<file path="config.mk">
export PLATFORM = sky130hd
export DESIGN_NAME = rhsc_top
export DESIGN_NICKNAME = d
export VERILOG_FILES = /design/src/inc/rhsc_pkg.sv /design/src/hdl/rhsc_top.sv /design/src/hdl/rhsc_sync.sv
export SDC_FILE = /design/constraint.sdc
export NUM_CORES = 1
export LEC_CHECK = 0
export ABC_AREA = 1
export BUFFER_PORTS_ARGS = -buffer_cell sky130_fd_sc_hd__buf_2
export CAP_MARGIN = 40
export CORE_MARGIN = 10
export CORE_UTILIZATION = 53
export DETAILED_ROUTE_END_ITERATION = 8
export GPL_TIMING_DRIVEN = 0
export PLACE_DENSITY = 0.79
export SKIP_LAST_GASP = 1
export SLEW_MARGIN = 5
export SYNTH_ARGS = -nofsm -noshare
export SYNTH_HDL_FRONTEND = slang
export SYNTH_SLANG_ARGS = --single-unit
</file>
<file path="constraint.sdc">
create_clock -name clk -period 1.5 [get_ports clk]
set_input_delay 0.15 -clock clk [delete_from_list [all_inputs] [get_ports clk]]
set_output_delay 0.15 -clock clk [all_outputs]
set_load 0.01 [all_outputs]
</file>
<file path="src/inc/rhsc_pkg.sv">
// package of constants and carrier types for the reset/strap block
package rhsc_pkg;
    // register byte offsets
    localparam logic [7:0] OFF_CTRL   = 8'h00;   // switch control register
    localparam logic [7:0] OFF_STRAP  = 8'h04;   // captured straps (read only)
    localparam logic [7:0] OFF_SLOTCK = 8'h08;   // slot clock bits of all ports
    localparam logic [7:0] OFF_STATUS = 8'h0C;   // sequencer state (read only)
    // control register fields
    localparam int CTRL_HOLD_BIT = 0;            // reset-hold bit, write zero to release
    // slot clock register fields
    localparam int SLOT_UP_BIT   = 0;            // upstream port bit
    localparam int SLOT_DN_LSB   = 1;            // first downstream port bit
    // strap register fields
    localparam int STRAP_MODE_LSB = 0;           // mode, 3 bits
    localparam int STRAP_SLOW_BIT = 3;
    localparam int STRAP_HOLD_BIT = 4;
    localparam int STRAP_CKUP_BIT = 5;
    localparam int STRAP_CKDN_BIT = 6;
    localparam int STRAP_ADDR_LSB = 8;           // eeprom address, 4 bits
    // switch mode codes
    localparam logic [2:0] MODE_NORMAL = 3'h0;
    localparam logic [2:0] MODE_EEPROM = 3'h1;
    // eeprom bus rates and system clock
    localparam int CLK_HZ       = 40_000_000;
    localparam int SLOW_BUS_HZ  = 100_000;
    localparam int FAST_BUS_HZ  = 400_000;
    localparam logic [15:0] SLOW_DIV = 16'(CLK_HZ / (2 * SLOW_BUS_HZ));
    localparam logic [15:0] FAST_DIV = 16'(CLK_HZ / (2 * FAST_BUS_HZ));
    // length of the internal reset procedure in cycles
    localparam logic [7:0] RESET_PROC_CYCLES = 8'h10;
    // ahb transfer codes
    localparam logic [1:0] HTRANS_NONSEQ = 2'h2;
    localparam logic [2:0] HSIZE_WORD    = 3'h2;
    // sequencer states
    typedef enum logic [3:0] {
        ST_PROC = 4'b0001,   // running reset procedure
        ST_HOLD = 4'b0010,   // held in reset, smbus alive
        ST_LOAD = 4'b0100,   // eeprom initialization
        ST_RUN  = 4'b1000    // normal operation
    } rhsc_state_t;
    // captured strap set
    typedef struct packed {
        logic       ck_dn;
        logic       ck_up;
        logic       slow;
        logic       hold;
        logic [2:0] mode;
        logic [3:0] addr;
    } rhsc_strap_t;
endpackage

</file>
<file path="src/hdl/rhsc_top.sv">
// reset hold and strap capture with ahb-lite registers
// What this block does
// RL1 - downstream strap seeds each port slot bit
// RL2 - upstream strap seeds writable upstream slot bit
// RL3 - slow strap picks 100k else 400k
// RL4 - no software override of bus speed
// RL5 - reset pin resets everything, starts port reset
// RL6 - hold strap keeps reset, smbus stays alive
// RL7 - clearing hold bit releases the device
// RL8 - mode 0 normal, 1 eeprom load first
// RL9 - board keeps mode straps steady after reset
// RL10 - eeprom addressed with address strap bits
// RL11 - straps sampled at reset release, then held
// RL12 - board never drives reserved mode values
//
// The register addresses and the AHB-Lite interface to the registers were left to the implementer.
`timescale 1ns/1ps
module rhsc_top #(
    parameter int N_DN = 2   // number of downstream ports
) (
    // clock and fundamental reset
    input  wire logic            clk,
    input  wire logic            nrst,
    // strap pins
    input  wire logic            common_clock_downstream_strap,
    input  wire logic            common_clock_upstream_strap,
    input  wire logic            eeprom_bus_slow_strap,
    input  wire logic            reset_hold_strap,
    input  wire logic [2:0]      switch_operating_mode_strap,
    input  wire logic [3:0]      eeprom_address_straps,
    // eeprom load handshake
    input  wire logic            eeprom_load_done,
    // ahb-lite slave
    input  wire logic            hsel,
    input  wire logic [7:0]      haddr,
    input  wire logic [1:0]      htrans,
    input  wire logic            hwrite,
    input  wire logic [2:0]      hsize,
    input  wire logic [31:0]     hwdata,
    input  wire logic            hready,
    output logic      [31:0]     hrdata,
    output logic                 hreadyout,
    output logic                 hresp,
    // device control outputs
    output logic                 port_reset_n,
    output logic                 core_reset_n,
    output logic                 smbus_enable,
    output logic                 eeprom_load_start,
    output logic [3:0]           eeprom_address,
    output logic                 eeprom_bus_tick,
    output logic                 slot_clock_upstream,
    output logic [N_DN-1:0]      slot_clock_downstream
);
    localparam int NS = 11;   // strap bundle width
    localparam logic [1:0] SYNC_DEPTH = 2'h2;   // edges before synchronised straps are valid

    // whole state of the block
    typedef struct packed {
        rhsc_pkg::rhsc_state_t st;       // sequencer state
        logic [7:0]            pcnt;     // reset procedure counter
        logic                  cap;      // straps captured
        logic [1:0]            sdly;     // synchroniser settle count
        rhsc_pkg::rhsc_strap_t strap;    // held strap values
        logic                  hold;     // reset-hold control bit
        logic                  ck_up;    // upstream slot bit
        logic [N_DN-1:0]       ck_dn;    // downstream slot bits
        logic                  wr_pend;  // pending write data phase
        logic [7:0]            wr_addr;  // pending write address
        logic [31:0]           rdata;    // read data
        logic [15:0]           div;      // eeprom bus divider
        logic                  tick;     // eeprom bus tick
        logic                  lstart;   // eeprom load start pulse
        logic                  prst_n;   // port reset output
        logic                  crst_n;   // core reset output
    } rhsc_regs_t;

    rhsc_regs_t r;        // registered state
    rhsc_regs_t next_r;   // next state

    logic [NS-1:0] pin_raw;   // straps as they arrive
    logic [NS-1:0] pin_s;     // synchronised straps

    assign pin_raw = {common_clock_downstream_strap, common_clock_upstream_strap,
                      eeprom_bus_slow_strap, reset_hold_strap,
                      switch_operating_mode_strap, eeprom_address_straps};

    // straps come from pins, so synchronise first
    rhsc_sync #(.W(NS)) u_sync (
        .clk  (clk),
        .nrst (nrst),
        .din  (pin_raw),
        .dout (pin_s)
    );

    // true when mode code asks for eeprom load
    function automatic logic wants_eeprom(input logic [2:0] m);
        return m == rhsc_pkg::MODE_EEPROM;
    endfunction

    // read mux for a register offset
    function automatic logic [31:0] read_reg(input rhsc_regs_t s, input logic [7:0] a);
        logic [31:0] v;
        v = '0;
        unique case (a)
            rhsc_pkg::OFF_CTRL:   v[rhsc_pkg::CTRL_HOLD_BIT] = s.hold;
            rhsc_pkg::OFF_STRAP: begin
                v[rhsc_pkg::STRAP_MODE_LSB +: 3] = s.strap.mode;
                v[rhsc_pkg::STRAP_SLOW_BIT]      = s.strap.slow;
                v[rhsc_pkg::STRAP_HOLD_BIT]      = s.strap.hold;
                v[rhsc_pkg::STRAP_CKUP_BIT]      = s.strap.ck_up;
                v[rhsc_pkg::STRAP_CKDN_BIT]      = s.strap.ck_dn;
                v[rhsc_pkg::STRAP_ADDR_LSB +: 4] = s.strap.addr;
            end
            rhsc_pkg::OFF_SLOTCK: begin
                v[rhsc_pkg::SLOT_UP_BIT]           = s.ck_up;
                v[rhsc_pkg::SLOT_DN_LSB +: N_DN]   = s.ck_dn;
            end
            rhsc_pkg::OFF_STATUS: v[3:0] = s.st;
            default:              v = '0;   // unmapped reads zero
        endcase
        return v;
    endfunction

    logic ahb_go;   // valid address phase this cycle
    assign ahb_go = hsel && hready && htrans == rhsc_pkg::HTRANS_NONSEQ
                    && hsize == rhsc_pkg::HSIZE_WORD;

    // next-state logic
    always_comb begin
        next_r        = r;
        next_r.lstart = 1'b0;
        next_r.tick   = 1'b0;
        // RL11 let the synchroniser fill, then capture once
        // capturing earlier would latch the synchroniser reset zeros
        if (!r.cap && r.sdly != SYNC_DEPTH) begin
            next_r.sdly  = r.sdly + 2'h1;
        end else if (!r.cap) begin
            next_r.cap   = 1'b1;
            next_r.strap = pin_s;
            // RL1 seed downstream bits
            next_r.ck_dn = {N_DN{pin_s[NS-1]}};
            // RL2 seed upstream bit
            next_r.ck_up = pin_s[NS-2];
            // RL6 hold bit from strap
            next_r.hold  = pin_s[NS-4];
        end
        // RL3 eeprom bus rate divider
        // RL4 rate follows strap only
        if (r.div == 16'h0000) begin
            next_r.div  = (r.strap.slow ? rhsc_pkg::SLOW_DIV : rhsc_pkg::FAST_DIV) - 16'h0001;
            next_r.tick = r.cap;
        end else begin
            next_r.div  = r.div - 16'h0001;
        end
        // ahb write data phase
        if (r.wr_pend) begin
            next_r.wr_pend = 1'b0;
            unique case (r.wr_addr)
                // RL7 clearing hold releases
                rhsc_pkg::OFF_CTRL:   next_r.hold = hwdata[rhsc_pkg::CTRL_HOLD_BIT];
                rhsc_pkg::OFF_SLOTCK: begin
                    next_r.ck_up = hwdata[rhsc_pkg::SLOT_UP_BIT];
                    next_r.ck_dn = hwdata[rhsc_pkg::SLOT_DN_LSB +: N_DN];
                end
                default:              next_r.hold = r.hold;   // read-only or unmapped
            endcase
        end
        // ahb address phase
        if (ahb_go) begin
            next_r.wr_pend = hwrite;
            next_r.wr_addr = haddr;
            next_r.rdata   = hwrite ? 32'h0000_0000 : read_reg(r, haddr);
        end
        // sequencer
        unique case (r.st)
            rhsc_pkg::ST_PROC: begin
                // RL5 run the reset procedure
                if (r.cap && r.pcnt == rhsc_pkg::RESET_PROC_CYCLES) begin
                    next_r.st = rhsc_pkg::ST_HOLD;
                end else if (r.cap) begin
                    next_r.pcnt = r.pcnt + 8'h01;
                end
            end
            rhsc_pkg::ST_HOLD: begin
                // RL6 stay while hold set
                if (!r.hold) begin
                    // RL8 pick mode
                    if (wants_eeprom(r.strap.mode)) begin
                        next_r.st     = rhsc_pkg::ST_LOAD;
                        next_r.lstart = 1'b1;
                    end else begin
                        next_r.st     = rhsc_pkg::ST_RUN;
                    end
                end
            end
            rhsc_pkg::ST_LOAD: begin
                if (eeprom_load_done) begin
                    next_r.st = rhsc_pkg::ST_RUN;
                end
            end
            rhsc_pkg::ST_RUN: next_r.st = rhsc_pkg::ST_RUN;
            default:          next_r.st = rhsc_pkg::ST_PROC;
        endcase
        // port reset released after procedure, core after hold
        next_r.prst_n = next_r.st != rhsc_pkg::ST_PROC;
        next_r.crst_n = next_r.st == rhsc_pkg::ST_LOAD || next_r.st == rhsc_pkg::ST_RUN;
    end

    // RL5 reset clears all state, sequencer starts in ST_PROC
    always_ff @(posedge clk or negedge nrst) begin
        if (!nrst) begin
            r        <= '0;
            r.st     <= rhsc_pkg::ST_PROC;
        end else begin
            r <= next_r;
        end
    end

    // outputs straight from state, bus handshake tied to constants
    assign hrdata                = r.rdata;
    assign hreadyout             = 1'b1;   // zero wait states
    assign hresp                 = 1'b0;   // always okay
    assign port_reset_n          = r.prst_n;
    assign core_reset_n          = r.crst_n;
    // RL6 smbus alive once captured
    assign smbus_enable          = r.cap;
    assign eeprom_load_start     = r.lstart;
    // RL10 eeprom address from straps
    assign eeprom_address        = r.strap.addr;
    assign eeprom_bus_tick       = r.tick;
    assign slot_clock_upstream   = r.ck_up;
    assign slot_clock_downstream = r.ck_dn;
endmodule // rhsc_top

</file>
<file path="src/hdl/rhsc_sync.sv">
// two-flop synchroniser for a bundle of pin levels
`timescale 1ns/1ps
module rhsc_sync #(
    parameter int W = 1
) (
    // clock and reset
    input  wire logic         clk,
    input  wire logic         nrst,
    // levels
    input  wire logic [W-1:0] din,
    output logic      [W-1:0] dout
);
    logic [W-1:0] meta;   // first stage, read only by second
    // two stages
    always_ff @(posedge clk or negedge nrst) begin
        if (!nrst) begin
            meta <= '0;
            dout <= '0;
        end else begin
            meta <= din;
            dout <= meta;
        end
    end
endmodule // rhsc_sync

</file>
-- Word level (Yosys, flattened, before mapping)
Cells that the tools add are included.
Widths: inputs -> output; s select.
- bits of input ports: 62
- register bits: 113
- word-level logic and storage cells: 82
- add/sub/neg operators: 4
- bitwise gates (word level): 3
- reduce and logical (&&, ||, !) cells: 12
- equality and inequality tests: 17
- multiplexer cells: 23
- operator list (operator ; number):
    $mux 41 ; 1
    $mux 4 ; 7
    $eq 8x4->1 const B ; 3
    $logic_not 16->1 ; 1
    $logic_not 8->1 ; 2
    $mux 16 ; 1
    $pmux 4 s4 ; 1
    $sub 16x1->16 const B ; 1
    $mux 12 ; 1
    $sub 8x1->9 const B ; 1
    $add 8x1->8 const B ; 1
    $eq 4x3->1 const B ; 2
    $eq 4x4->1 const B ; 2
    $eq 8x3->1 const B ; 1
    $eq 8x5->1 const B ; 1
    $mux 8 ; 1
    $mux 3 ; 2
    $pmux 2 s3 ; 1
    $logic_and 1x1->1 ; 5
    $mux 5 ; 1
    $eq 4x1->1 const B ; 1
    $eq 4x2->1 const B ; 1
    $mux 1 ; 4
    $ne 4x1->1 const B ; 1
    other kinds (13) ; 16

-- Depth between registers and ports, before layout
- depth after elaboration: 6
- gate-level depth with buffers: 10

-- Modules after synthesis
Synthesis repeated with hierarchy kept, for this count alone.
- cell total of the unflattened synthesis: 515
- area total of the unflattened synthesis: 4383.0 sq um
- by module, submodules not included (module ; area each (sq um) ; sequential area each (sq um) ; cells each ; instances):
    rhsc_top ; 3832.4 ; 1752.9 ; 493 ; 1
    rhsc_sync ; 550.5 ; 550.5 ; 22 ; 1

-- Worst setup path before layout
No wires, ideal clock.
- kind: reg-to-reg
- from: reg r[79] (netlist name)
- to: reg r[85] (netlist name)
- cell stages (with the launch flop): 10
- library setup time: 0.116 ns
- path slack: 0.214 ns
- arrival time: 1.169 ns
- data required time: 1.384 ns
- path through: dfrtp_1 inv_1 ha_1 nand2_1 nor3_2 nand2_1 nand2_2 inv_2 nand2_1 nand2_1
- word-level cells in the longest chain between the ends: 4
- elaborated cells on any way between the ends: 5
- ends and longest elaborated chain (element ; line ; source):
    start, declared ; rhsc_top.sv:77 ; rhsc_regs_t r;
    start signal, assigned ; rhsc_top.sv:215 ; r <= next_r;
    branches (longest 4 deep; another with $add 8x1->8) ; n/a ;
Parallel ways; which one is timed is not known.
A chain may end at the register's enable or synchronous reset.

-- Final worst setup path
- from: reg r[76] (netlist name)
- to: reg r[64] (netlist name)
- word-level cells in the longest chain between the ends: 5
- ends and longest elaborated chain (element ; line ; source):
    $ne 2x2->1 (*) ; rhsc_top.sv:135 ; if (!r.cap && r.sdly != SYNC_DEPTH) begin
    $logic_and 1x1->1 (*) ; rhsc_top.sv:135 ;
    $mux 4 (*) ; rhsc_top.sv:135 ;
    $pmux 1 s2 ; rhsc_top.sv:158 ; unique case (r.wr_addr)
    $mux 5 (*) ; rhsc_top.sv:156 ; if (r.wr_pend) begin
Every way passes the cells marked *; elsewhere a longest branch is shown, timed or not.

==> metrics.csv <==
stage;metric;value;unit
run_status;status;complete, no violations;
sta;maxSlewHeadroom;58.01;%
routing;wl_per_cell;12.65;um
cells_and_area;fill_cells;636;
sta;rsz0062_at_grt;true;
synthesis;ys_seq_area_share;51.99;%
routing;drtIter0Drc;164;
sta;hold_viol;0;
synthesis;synth_warnings;0;
pwr;clock_power_share;29.2;%
pwr;combPwrFrac;20.0;%
sta;slew_violations;0;
pwr;power.internal;3.810;mW
clocking;clock_path_buffers;2;
synthesis;ys_types;30;
grt;grt.overflow.total;0;
clocking;clk_latency;0.37;ns
placed_design;dpl_cell_area;0.004938;mm2
synthesis;ys_ff_latch;92;
die;fp.dieW;111.4;um
cells_and_area;area_delta_synth_final;22.03;%
cells_and_area;num_antenna_cells;0;
grt;grt_pass1_vias;3446;
sta;hold_ws;0.003914;ns
synthesis;netlist_area;0.004430;mm2
clocking;htree_levels;3;
sta;max_freq;0.6918;GHz
clocking;cts_tree;built;
flow_run;maxCapViolCount;0;
sta;clock_skew;0.01238;ns
sta;post-route-period-util;96.37;%
die;core_area;0.008175;mm2
clocking;clock_sinks;92;
routing;via_per_inst;4.736;
die;ios;108;
routing;drt-total-wl;9450;um
setup_path;cp_top_family;simple AND/OR/NAND/NOR gates;
sta;finalSetupViolCount;0;
grt;grt_max_degree;52;
pwr;p_per_area;1029;mW/mm2
sta;worst_pin_slew;0.6298;ns
setup_path;setup.worst_path.start_class;flip-flop;
clocking;cts.reportedPaths.clkPinSlew;0.11;ns
setup_path;worstPathRequired;1.81;ns
pwr;p_sw;1.755;mW
cells_and_area;fin_util;66.13;%
die;die_y;111.4;um
placed_design;placed_cells;705;
die;die-area;0.01242;mm2
setup_path;crit_type;flip-flop to flip-flop;
sta;period_minus_slack;1.446;ns
clocking;clock-root-buffer;clkbuf_8;
routing;ant_nets;0;
setup_path;cp_num_buf_inv;3;
setup_path;crit_fanout;7;
cells_and_area;fin_area;0.005406;mm2
routing;drc;0;
grt;track_usage;14.99;%
setup_path;worstPathCellList;inv_1, ha_2, inv_2, nor2_4, nand2_2, o21ai_2, inv_1, nand2_1, nand3_1, nand2_1;
grt;antenna_found_initial;0;
setup_path;cp_data_arrival_time;1.75;ns
cells_and_area;drive_gt1_share;26.95;%
pwr;p_leak;3.028;nW
synthesis;postSynthAreaPerCell;8.471;um2
routing;via_count;3538;
placed_design;place.detailed.hpwl;6958;um
die;rows;33;
cells_and_area;nets;704;
setup_path;max_stage_delay;0.40;ns
grt;grt_first_pass_wirelength;15760;um
die;initial_core_util;54.19;%
min_path;hold_class;input pin to flip-flop;
setup_path;r2r_setup_slack;0.05;ns
placed_design;gp_congestion;0.8978;
clocking;numCtsBuffers;9;
placed_design;portBuffers;55;
setup_path;end_kind;flip-flop;
pwr;seqPwrFrac;50.8;%
synthesis;syn-instance-count;523;
pwr;peakVddDrop;473.1;uV
sta;tns;0;ns
cells_and_area;layout.cells.non_filler;747;
setup_path;slowest_stage;dfrtp_1;
routing;first_pass_iters;5;
pwr;swShare;31.54;%
## layout make-up
| class | instances | area [um2] | area share [%] |
|---|---|---|---|
| Clock buffer | 9 | 123.9 | 2.291 |
| Multi-Input combinational cell | 343 | 1682 | 31.10 |
| Inverter | 67 | 259.0 | 4.791 |
| Timing Repair Buffer | 81 | 519.2 | 9.604 |
| Clock inverter | 7 | 70.07 | 1.296 |
| Buffer | 43 | 317.8 | 5.878 |
| Sequential cell | 92 | 2303 | 42.61 |
| Tap cell | 105 | 131.4 | 2.430 |
## worst reg2reg max path, delay by kind of cell, from the launching register on
kind / cells / cell delay (ns)
buffers and inverters: 3 / 0.18
DFF: 1 / 0.40
adders and majority gates: 1 / 0.18
and+or+nand+nor: 5 / 0.56
AOI/OAI and AO/OA: 1 / 0.07
## layer usage
layer	up-vias	track usage (%)	wire length, um
met1	1642	17.54	4071
met3	15	4.455	535
met5	-	0	0
li1	1784	-	-
met2	97	25.64	4702
met4	0	5.141	141
## synthesized netlist by cell type, drive strengths merged
master,n,area (um2)
a21boi,1,7.510
a21oi,5,25.02
buf,43,315.3
clkinv,1,3.750
conb,2,7.510
dfrtp,91,2277
dfstp,1,26.28
ha,5,62.56
inv,66,247.7
nand2,155,609.3
nand3,46,245.2
nand3b,1,7.510
nand4,5,31.28
nor2,59,295.3
nor3,5,35.03
o211ai,1,7.510
o21ai,23,115.1
o22ai,1,6.260
xnor2,4,35.03
xor2,8,70.07
## cell families after synthesis
logic type / Yosys count / synth area share (%)
simple gates: 271 / 27.62
flops: 92 / 51.99
other cells: 2 / 0.1695
compound gates: 31 / 3.643
fa+ha+maj: 5 / 1.412
buf+inv: 110 / 12.79
xor+xnor: 12 / 2.372
## state kept, by name, summed over array words and instances (netlist names)
name                   count
r                         47
hrdata                    11
u_sync.dout               11
u_sync.meta               11
eeprom_address             4
slot_clock_downstream      2
core_reset_n               1
eeprom_bus_tick            1
eeprom_load_start          1
port_reset_n               1
slot_clock_upstream        1
smbus_enable               1
## power by group through the flow
stage	clock, mW	sequential, mW	combinational [mW]
floorplan	0	2.84	0.612
CTS	1.66	2.83	0.889
detailed placement	0	2.88	0.850
global placement	0	2.87	0.810
finish	1.63	2.83	1.11
global route	1.78	2.85	1.27
## per-stage QoR
stage	power, mW	setup slack, ns
after CTS	5.381	0.002123
after detailed placement	3.728	-0.03107
after global routing	5.899	-0.07210
after global placement	3.677	-0.5147
final	5.566	0.05446
after floorplan	3.452	0.2141
## cells in the final DEF (no fill, tap or decap), types with 8 or more instances in the layout
cell type and n:
nand2_1 142, dfrtp_1 91, inv_1 59, buf_2 56
buf_4 54, nor2_1 44, nand3_1 43, conb_1 23
o21ai_1 15, nand2_2 12, dlygate4sd3_1 12, nor2_2 9
clkbuf_8 9, xor2_1 8
## worst paths after layout
kind,cells past startpoint,from,end
max,10,r[76],r[64]
min,3,hwdata[2],slot_clock_downstream[1]
max reg2reg,10,r[76],r[64]
min reg2reg,0,u_sync.meta[7],u_sync.dout[7]
max in group asynchronous,3,nrst,r[87]
min in group asynchronous,2,nrst,hrdata[2]
## repair_timing
item,4_1_cts,5_1_grt
gates resized for setup,2,21
pin swaps,0,6
gates cloned,0,1
setup buffers,0,13
hold endpoints to repair,61,0
endpoints found under the setup margin,6,17
hold buffers,12,0
Note: power is estimated with default switching activity, not from simulation.
